--- config.mk ---
export PLATFORM = sky130hd
export DESIGN_NAME = dri_device
export DESIGN_NICKNAME = d
export VERILOG_FILES = /design/src/verilog/dri_pkg.sv /design/src/verilog/dri_burst.sv /design/src/verilog/dri_device.sv
export SDC_FILE = /design/constraint.sdc
export NUM_CORES = 1
export LEC_CHECK = 0
export BUFFER_PORTS_ARGS = -buffer_cell sky130_fd_sc_hd__buf_2
export CORE_MARGIN = 5
export CORE_UTILIZATION = 57
export CTS_CLUSTER_SIZE = 12
export DETAILED_ROUTE_END_ITERATION = 7
export PLACE_DENSITY_LB_ADDON = 0.25
export SYNTH_ARGS = -nofsm -noshare
export SYNTH_HDL_FRONTEND = slang
export SYNTH_SLANG_ARGS = --single-unit
--- constraint.sdc ---
create_clock -name CLK -period 5.4 [get_ports CLK]
set_input_delay 0.81 -clock CLK [delete_from_list [all_inputs] [get_ports CLK]]
set_output_delay 0.81 -clock CLK [all_outputs]
set_load 0.05 [all_outputs]
--- src/verilog/dri_pkg.sv ---
// Shared constants, register map and carrier types of the DRAM reset and initialization block.
package dri_pkg;

  // ****************************************************************
  // Timing
  // ****************************************************************
  localparam int CLK_PERIOD_PS = 25000;
  localparam int T_INIT_NS = 500000;
  // Least time, rounded up to whole cycles.
  localparam int INIT_CYC = (T_INIT_NS * 1000 + CLK_PERIOD_PS - 1) / CLK_PERIOD_PS;

  // ****************************************************************
  // Geometry
  // ****************************************************************
  localparam int NUM_BANKS = 8;
  localparam int BANK_W = 3;
  localparam int ADDR_W = 13;
  localparam int COL_W = 10;
  localparam int BEATS = 8;
  localparam int CORE_CLOCKS = 4;

  // ****************************************************************
  // Command codes {ras_n, cas_n, we_n} with chip select low
  // ****************************************************************
  localparam logic [2:0] CMD_MRS = 3'h0;
  localparam logic [2:0] CMD_ACT = 3'h3;
  localparam logic [2:0] CMD_READ = 3'h5;
  localparam logic [2:0] CMD_WRITE = 3'h4;
  localparam logic [2:0] CMD_PRE = 3'h2;

  // ****************************************************************
  // Mode register fields and command address bits
  // ****************************************************************
  localparam int MR0_BL_LSB = 0;
  localparam int MR0_BT_BIT = 3;
  localparam logic [1:0] BL_FIXED8 = 2'h0;
  localparam logic [1:0] BL_OTF = 2'h1;
  localparam logic [1:0] BL_FIXED4 = 2'h2;
  localparam int AP_BIT = 10;
  localparam int BC_BIT = 12;

  // ****************************************************************
  // Register map (byte offsets) and reset values
  // ****************************************************************
  localparam logic [7:0] OFS_CTRL = 8'h00;
  localparam logic [7:0] OFS_STATUS = 8'h04;
  localparam logic [7:0] OFS_MR0 = 8'h08;
  localparam logic [7:0] OFS_MR1 = 8'h0c;
  localparam logic [7:0] OFS_MR2 = 8'h10;
  localparam logic [7:0] OFS_MR3 = 8'h14;
  localparam logic [7:0] OFS_BANKS = 8'h18;
  localparam logic [7:0] OFS_ERR = 8'h1c;
  localparam logic CTRL_RESET = 1'b1;
  localparam int ERR_EARLY_CKE = 0;
  localparam int ERR_CLOSED_BANK = 1;

  typedef enum logic [1:0] {ST_RESET, ST_INTERNAL, ST_WAIT_CKE, ST_READY} dri_init_e;

  typedef struct packed {
    logic cs_n;
    logic ras_n;
    logic cas_n;
    logic we_n;
    logic [BANK_W-1:0] ba;
    logic [ADDR_W-1:0] a;
  } dri_cmd_s;

  typedef struct packed {
    logic go;
    logic write;
    logic chop;
    logic interleave;
    logic [BANK_W-1:0] bank;
    logic [ADDR_W-1:0] row;
    logic [COL_W-1:0] col;
  } dri_req_s;

  typedef struct packed {
    logic valid;
    logic write;
    logic live;
    logic [BANK_W-1:0] bank;
    logic [ADDR_W-1:0] row;
    logic [COL_W-1:0] col;
    logic [2:0] beat_rise;
    logic [2:0] beat_fall;
  } dri_beat_s;

endpackage

--- src/verilog/dri_burst.sv ---
// Burst sequencer: turns one access into eight beat positions over four core clocks.
`timescale 1ns/1ps

module dri_burst (
  // Clock and reset
  input wire logic CLK,
  input wire logic SYS_RST,
  // Access request
  input dri_pkg::dri_req_s REQ,
  // Beat positions, two per clock
  output dri_pkg::dri_beat_s BEAT
);

  typedef struct packed {
    logic busy;
    logic [1:0] step;
    dri_pkg::dri_req_s req;
    logic [2:0] start;
    dri_pkg::dri_beat_s beat;
  } dri_burst_s;

  dri_burst_s s;
  dri_burst_s next_s;

  // Position of beat i for a start column within the eight-column group.
  function automatic logic [2:0] order(input logic [2:0] c, input logic [2:0] i,
                                       input logic il);
    logic [1:0] low;
    low = c[1:0] + i[1:0];
    order = il ? (c ^ i) : {c[2] ^ i[2], low};
  endfunction

  always_comb begin
    next_s = s;
    if (REQ.go) begin
      next_s.busy = 1'b1;
      next_s.step = 2'h0;
      next_s.req = REQ;
      // Writes always start at the nibble boundary.
      next_s.start = REQ.write ? {REQ.col[2], 2'h0} : REQ.col[2:0];
    end else if (s.busy) begin
      if (s.step == 2'(dri_pkg::CORE_CLOCKS - 1)) begin
        next_s.busy = 1'b0;
      end else begin
        next_s.step = s.step + 2'h1;
      end
    end
    // Two pin beats per core clock, four core clocks per access.
    next_s.beat.valid = next_s.busy;
    next_s.beat.write = next_s.req.write;
    next_s.beat.bank = next_s.req.bank;
    next_s.beat.row = next_s.req.row;
    next_s.beat.col = next_s.req.col;
    // Chopped bursts leave the upper four beats dead.
    next_s.beat.live = next_s.busy && !(next_s.req.chop && next_s.step[1]);
    next_s.beat.beat_rise = order(next_s.start, {next_s.step, 1'b0}, next_s.req.interleave);
    next_s.beat.beat_fall = order(next_s.start, {next_s.step, 1'b1}, next_s.req.interleave);
  end

  always_ff @(posedge CLK) begin
    if (SYS_RST) begin
      s <= '0;
    end else begin
      s <= next_s;
    end
  end

  assign BEAT = s.beat;

endmodule // dri_burst

--- src/verilog/dri_device.sv ---
// Device-side reset, initialization, command decode and register access of the DRAM.
//
// Summary of operation
// - Eight banks, eightfold prefetch, two data words per clock at the pins.
// - Each access is one wide core word over four clocks, eight half-clock beats.
// - Accesses are bursts of eight or chopped four beats in programmed order.
// - Activate uses bank bits for bank, address bits for row; access needs open row.
// - Read/write carry bank and start column; bit 10 auto precharge, bit 12 chop.
// - Wait 500 us after reset release before clock enable; device initializes internally.
// - Termination stays off during reset and until clock enable is registered high.
`timescale 1ns/1ps

module dri_device #(
  parameter int INIT_CYCLES = dri_pkg::INIT_CYC
) (
  // Clock and reset
  input wire logic CLK,
  input wire logic SYS_RST,
  // Memory pins, synchronous to CLK
  input wire logic RESET_N,
  input wire logic CKE,
  input wire logic ODT,
  input dri_pkg::dri_cmd_s CMD,
  // Device status
  output logic ODT_TERM_EN,
  output logic INIT_DONE,
  output dri_pkg::dri_beat_s BEAT,
  // AHB-Lite slave
  input wire logic HSEL,
  input wire logic [31:0] HADDR,
  input wire logic [1:0] HTRANS,
  input wire logic HWRITE,
  input wire logic [2:0] HSIZE,
  input wire logic [31:0] HWDATA,
  input wire logic HREADY,
  output logic HREADYOUT,
  output logic HRESP,
  output logic [31:0] HRDATA
);

  localparam int CNT_W = $clog2(INIT_CYCLES + 1);

  typedef struct packed {
    dri_pkg::dri_init_e init;
    logic [CNT_W-1:0] cnt;
    logic cke_seen;
    logic odt_term;
    logic [3:0][dri_pkg::ADDR_W-1:0] mr;
    logic [dri_pkg::NUM_BANKS-1:0] open;
    logic [dri_pkg::NUM_BANKS-1:0][dri_pkg::ADDR_W-1:0] row;
    logic [1:0] err;
    logic chk;
    logic dp_wr;
    logic [7:0] dp_addr;
    logic [31:0] rdata;
    dri_pkg::dri_req_s req;
  } dri_state_s;

  dri_state_s s;
  dri_state_s next_s;

  // ****************************************************************
  // Next state
  // ****************************************************************
  always_comb begin
    logic ap;
    logic [2:0] code;
    logic [7:0] ra;
    ap = HSEL && HTRANS[1] && HREADY;
    code = {CMD.ras_n, CMD.cas_n, CMD.we_n};
    ra = 8'h00;
    next_s = s;
    next_s.req = '0;

    // Register writes land in the data phase; error bits clear by writing one.
    if (s.dp_wr) begin
      unique case (s.dp_addr)
        dri_pkg::OFS_CTRL: next_s.chk = HWDATA[0];
        dri_pkg::OFS_ERR: next_s.err = s.err & ~HWDATA[1:0];
        default: ;
      endcase
    end

    if (!RESET_N) begin
      // Reset pin held low: termination off, all banks closed.
      next_s.init = dri_pkg::ST_RESET;
      next_s.cnt = '0;
      next_s.cke_seen = 1'b0;
      next_s.open = '0;
    end else begin
      unique case (s.init)
        dri_pkg::ST_RESET: begin
          // Warm and cold reset both restart the internal wait here.
          next_s.init = dri_pkg::ST_INTERNAL;
          next_s.cnt = '0;
        end
        dri_pkg::ST_INTERNAL: begin
          // Internal initialization runs for the full wait regardless of commands.
          if (CKE) begin
            next_s.err[dri_pkg::ERR_EARLY_CKE] = 1'b1;
          end
          if (s.cnt == CNT_W'(INIT_CYCLES - 1)) begin
            next_s.init = dri_pkg::ST_WAIT_CKE;
          end else begin
            next_s.cnt = s.cnt + CNT_W'(1);
          end
        end
        dri_pkg::ST_WAIT_CKE: begin
          if (CKE) begin
            next_s.cke_seen = 1'b1;
            next_s.init = dri_pkg::ST_READY;
          end
        end
        dri_pkg::ST_READY: begin
          if (CKE && !CMD.cs_n) begin
            unique case (code)
              dri_pkg::CMD_MRS: begin
                // Bank bits pick the register; every field is replaced.
                next_s.mr[CMD.ba[1:0]] = CMD.a;
              end
              dri_pkg::CMD_ACT: begin
                next_s.open[CMD.ba] = 1'b1;
                next_s.row[CMD.ba] = CMD.a;
              end
              dri_pkg::CMD_READ, dri_pkg::CMD_WRITE: begin
                if (!s.open[CMD.ba]) begin
                  next_s.err[dri_pkg::ERR_CLOSED_BANK] = 1'b1;
                end
                if (s.open[CMD.ba] || !s.chk) begin
                  next_s.req.go = 1'b1;
                  next_s.req.write = (code == dri_pkg::CMD_WRITE);
                  next_s.req.bank = CMD.ba;
                  next_s.req.row = s.row[CMD.ba];
                  next_s.req.col = CMD.a[dri_pkg::COL_W-1:0];
                  next_s.req.interleave = s.mr[0][dri_pkg::MR0_BT_BIT];
                  unique case (s.mr[0][dri_pkg::MR0_BL_LSB +: 2])
                    dri_pkg::BL_OTF: next_s.req.chop = !CMD.a[dri_pkg::BC_BIT];
                    dri_pkg::BL_FIXED4: next_s.req.chop = 1'b1;
                    default: next_s.req.chop = 1'b0;
                  endcase
                  if (CMD.a[dri_pkg::AP_BIT]) begin
                    next_s.open[CMD.ba] = 1'b0;
                  end
                end
              end
              dri_pkg::CMD_PRE: begin
                if (CMD.a[dri_pkg::AP_BIT]) begin
                  next_s.open = '0;
                end else begin
                  next_s.open[CMD.ba] = 1'b0;
                end
              end
              default: ;
            endcase
          end
        end
      endcase
    end

    // Termination only follows the pin once clock enable has been seen high.
    next_s.odt_term = ODT && next_s.cke_seen && RESET_N;

    // Address phase: reads sample the state that this cycle produces.
    if (ap) begin
      next_s.dp_wr = HWRITE;
      next_s.dp_addr = {HADDR[7:2], 2'h0};
      if (HADDR[31:8] == 24'h000000) begin
        ra = {HADDR[7:2], 2'h0};
      end else begin
        ra = 8'hff;
      end
      unique case (ra)
        dri_pkg::OFS_CTRL: next_s.rdata = {31'h0, next_s.chk};
        dri_pkg::OFS_STATUS: next_s.rdata = {27'h0, next_s.odt_term, next_s.cke_seen,
                                             next_s.init == dri_pkg::ST_READY,
                                             2'(next_s.init)};
        dri_pkg::OFS_MR0: next_s.rdata = {19'h0, next_s.mr[0]};
        dri_pkg::OFS_MR1: next_s.rdata = {19'h0, next_s.mr[1]};
        dri_pkg::OFS_MR2: next_s.rdata = {19'h0, next_s.mr[2]};
        dri_pkg::OFS_MR3: next_s.rdata = {19'h0, next_s.mr[3]};
        dri_pkg::OFS_BANKS: next_s.rdata = {24'h0, next_s.open};
        dri_pkg::OFS_ERR: next_s.rdata = {30'h0, next_s.err};
        default: next_s.rdata = 32'h00000000;
      endcase
    end else if (HREADY) begin
      next_s.dp_wr = 1'b0;
    end
  end

  // ****************************************************************
  // State register
  // ****************************************************************
  always_ff @(posedge CLK) begin
    if (SYS_RST) begin
      s <= '0;
      s.chk <= dri_pkg::CTRL_RESET;
    end else begin
      s <= next_s;
    end
  end

  // ****************************************************************
  // Burst sequencer
  // ****************************************************************
  dri_burst u_burst (
    .CLK(CLK),
    .SYS_RST(SYS_RST),
    .REQ(s.req),
    .BEAT(BEAT)
  );

  assign ODT_TERM_EN = s.odt_term;
  assign INIT_DONE = (s.init == dri_pkg::ST_READY);
  assign HREADYOUT = 1'b1;
  assign HRESP = 1'b0;
  assign HRDATA = s.rdata;

endmodule // dri_device

Yosys cells after proc, flatten, opt, wreduce, memory -nomap -nowiden
Index checks and enable logic that the tools add are counted.

word-level totals
  output and inout bits = 71
  logic and storage cells = 163
  register bits = 297
  bits of input ports = 97

operators by class
  magnitude comparators = 4
  $add $sub $neg = 4
  equal/unequal tests = 21
  reductions and logical operators = 27
  bitwise logic cells = 13
  mux-type cells = 53

operators with widths
  cell                   number
  $mux 165               2
  $bwmux 104             1
  $mux 104               1
  $mux 52                2
  $pmux 13 s8            1
  $bwmux 52              1
  $mux 8                 6
  $bmux 13 s3            1
  $demux 13 s3           1
  $mux 13                3
  $eq 8x5->1 const B     4
  $mux 32                1
  $mux 30                1
  $pmux 15 s2            1
  $demux 13 s2           1
  $logic_not 24->1       1
  $pmux 8 s3             1
  $mux 18                1
  $eq 8x4->1 const B     2
  $logic_not 8->1        2
  $add 15x1->15 const B  1
  $eq 15x15->1 const B   1
  $mux 15                1
  $mux 3                 5
  38 further kinds       80

Depth between registers and ports, before layout
  depth in word-level cells = 13
  gate-level depth with buffers = 8
  mapped depth without buffers = 7

By module
Synthesis repeated with hierarchy kept, for this count alone.

unflattened totals
  cell total of the unflattened synthesis = 1269
  area, all modules = 11976.5 um2

by module, submodules not included
  module      cells each  seq. area each (um2)  times used  area each (um2)
  dri_device  1096        4724.5                1           10251.1
  dri_burst   173         800.8                 1           1725.4

Least setup slack after synthesis
OpenSTA, ideal clock, no wires.

  kind = input to register
  start point = input port CMD[13] (netlist bit)
  end point = register s[23] (netlist bit)
  setup slack = 2.946 ns
  required time = 5.285 ns
  data arrival time = 2.339 ns
  buffers on the path = 2
  setup time = 0.115 ns
  cell stages on the path = 8
  path through = buf_2 mux4_2 mux2i_1 nand2_1 nand4_2 inv_2 clkbuf_1 and2_1

between the ends
  longest elaborated chain between the ends = 5

ends and longest elaborated chain
  what                              line               RTL
  start: declaration                dri_device.sv:23   input dri_pkg::dri_cmd_s CMD,
  $bmux 1 s3                        dri_device.sv:129  if (s.open[CMD.ba] || !s.chk) begin
  $mux 1 (not written as such)      dri_device.sv:129
  $logic_or 1x1->1                  dri_device.sv:129
  $not 1->1 (no source line)        n/a
  $reduce_or 6->1 (no source line)  n/a
  end signal: assignment            dri_device.sv:198  s <= next_s;
  end: declaration                  dri_device.sv:59   dri_state_s s;

Several ways; a longest one is shown, not always the timed one. The select of a mux whose other input is x is not followed.
A chain may end at the register's enable or synchronous reset.

Worst setup path after layout
  start point = input port CMD[14] (netlist bit)
  end point = register s[0] (netlist bit)

between the ends
  longest elaborated chain between the ends = 5

ends and longest elaborated chain
  what                              line
  $bmux 1 s3                        dri_device.sv:129
  $mux 1 (not written as such)      dri_device.sv:129
  $logic_or 1x1->1                  dri_device.sv:129
  $not 1->1 (no source line)        n/a
  $reduce_or 6->1 (no source line)  n/a

Every way passes these cells. The select of a mux whose other input is x is not followed.

==> metrics <==
data required time at the worst endpoint=5.83 ns; core area=20820 sq um; Routed WL=27.51 mm; Seq/Total Area, Yosys=46.19%; area leader, netlist=dfxtp_1; Final HPWL DP=17.64 mm; Vias/cell=5.565; top area cells in the synthesized netlist=dfxtp_1 46%, mux2i_1 16%, nor2_1 7.8%, mux4_2 5.3%, buf_4 4.8%; status=complete, no violations; Global Route Usage Sum=22.41%; reg2reg start=s[255]$_SDFF_PP0_; worst reg-to-reg path cell count=6; Syn-to-layout area delta=8.440%; Critical Path Start Type=input port; FF-to-FF End=HRDATA[2]$_SDFFE_PP0P_; Post-synth top flop=dfxtp_1; CTS tree=done; Post-synth EDFFs=0; share of post-route cells with drive strength above 1=15.97%; gr ovfl total=0; Crit Path Category=in2reg; RSZ-0062 raised after global routing=no; post-route ant nets=0; post-synthesis xor/xnor area fraction=1.171%; placed instance area=12120 sq um; Root Buffer=clkbuf_16; largest net degree at the start of global routing=125; Synth Area in Simple Gates=16.89%; clock slew seen by the registers of the worst setup and hold paths=0.06 ns; initial core utilization=57.45%; Worst Path Arrival=3.49 ns; vias=8604; min Tclk post-route=3.059 ns; placed cell count=1504; hold depth=2; Post-Syn Area=11960 sq um; Max H-tree Level=1; clk sinks=276; asr flop ratio synth=0%; WHS Endpoint=HRDATA[8]$_SDFFE_PP0P_; drt first pass iters=5; largest family of logic cells by synthesized area=multiplexers; Worst Max-Slew Pin Slew=1.108 ns; fin nets=1359; Setup Viol. Count Final=0; initial antenna violation count=0; hold_buf cts=0; gpl congestion=0.8573; die area=23980 sq um; routed len/inst=17.80 um; Slew Viols, Final=0; FP Rows=53; first-pass GRT wire length=43.96 mm; R2R Setup Slk=2.37 ns; total negative slack=0 ns; Synth Area per Inst=9.601 sq um; mux share of post-synthesis cell area=20.83%; class of the most critical hold timing path=reg2reg; Compound-Gate Fraction of Synth Area=6.547%; Max Clock Freq=0.3269 GHz; post-CTS sizing=0; critical hold path startpoint=HRDATA[8]$_SDFFE_PP0P_; Yosys reg bits=276; worst-skew pair later-pin latency=0.54 ns; most frequent cells in the layout=275 x dfxtp_1, 250 x nor2_1, 186 x mux2i_1; Post-Layout Cell Count=1546; Max Cap Viol=0; # IOs=168; P_leak=0.005110 uW; post-CTS setup repair buffer count=0; CTS max path bufs=3; final hold violation count=0; Detailed Route Iter0 Violations=584; Die Y=154.9 um; post-synthesis cell type count=59; relative slew slack=26.03%; VDD IR-drop max=0.2273 mV; drt drc=0; area share of the largest cell type after synthesis=46.19%; Num CTS Buffers=28; vias in the first global route=8300; crit share post-route=56.64%; number of port buffers=110; synthesis warning total=0; Clock Skews=0.007136 ns; width of the chip=154.9 um; pwr dens=311.1 nW/um^2; Worst Path Max Fanout=36; CP Capture Type=flop; synthesized instance count=1246; adder-cell share of the synthesized area=0.5648%; most common cell after layout, fill and taps aside=dfxtp_1; post-route cell area=12970 sq um; diodes inserted=0; fill cell count=1773
## cells by family after synthesis
kind of cell             count (synthesis)
AO/OA/AOI/OAI                          129
XOR/XNOR                                16
adder cells (fa/ha/maj)                  6
buffers and inverters                  166
flip-flops                             276
multiplexers                           214
other                                    2
AND/OR/NAND/NOR                        437
## area by class of cell
class                   count  area (sq um)  area share [%]
multi-input cells         823          5583           43.04
flip-flops and latches    276          5527           42.60
clock buffers              38         768.2           5.922
repair buffers            120         631.9           4.871
well taps                 275         344.1           2.652
clock inverters             4         81.33          0.6269
inverters                  10         37.54          0.2894
## cell usage after synthesis (4+ instances only)
cell type,instances
dfxtp_1,276
nor2_1,250
mux2i_1,186
buf_4,76
clkbuf_1,58
nand2_1,58
a21oi_1,47
mux4_2,28
o22ai_1,23
o21ai_0,21
nand3_1,17
and2_1,15
nor3_1,15
buf_2,14
nor2b_1,11
inv_1,9
nand2b_1,9
xor2_1,9
and3_1,8
buf_1,8
nand4_1,8
nor3b_1,8
xnor2_1,7
nor2_2,6
nor4_1,6
o21a_1,5
o31ai_1,5
o211ai_1,4
## metal layers
layer / GRT usage (%) / vias up / wire length [um]
li1: - / 4203 / -
met2: 37.59 / 213 / 13170
met3: 3.143 / 49 / 1414
met5: 0 / - / 0
met4: 6.812 / 0 / 669
met1: 30.22 / 4139 / 12260
## how the worst max path moves through the flow
stage	startpoint	end	slack, ns
global placement	CMD[14]	s[24]$_SDFF_PP0_	1.80
CTS	CMD[14]	s[0]$_SDFF_PP0_	2.36
floorplan	CMD[13]	s[23]$_SDFF_PP0_	2.95
finish	CMD[14]	s[0]$_SDFF_PP0_	2.34
detailed placement	CMD[14]	s[0]$_SDFF_PP0_	1.80
global route	s[255]$_SDFF_PP0_	HRDATA[2]$_SDFFE_PP0P_	2.18
## through the flow
step / total power [uW] / setup WS (ns) / utilization [%] / hold WS (ns)
floorplan: 2217 / 2.946 / - / 0.4295
global placement: 2260 / 1.797 / 58.22 / 0.4377
detailed placement: 2260 / 1.802 / 58.22 / 0.4436
CTS: 4072 / 2.359 / 62.30 / 0.4512
global route: 4174 / 2.183 / 62.30 / 0.4712
finish: 4035 / 2.341 / 62.30 / 0.4515
## worst max-delay path, cell delays in order
cell,delay [ns]
buf_2,0.70
mux4_2,0.61
mux2i_1,0.32
nand2_1,0.14
nand4_2,0.44
inv_2,0.23
and2_1,0.21
## where the power goes
part	total [uW]	internal, uW	switching, uW
combinational	174	40.7	134
clock	1820	1080	743
sequential	2040	2040	3.05
total	4040	3160	880
Note: power is estimated with default switching activity, not from simulation.
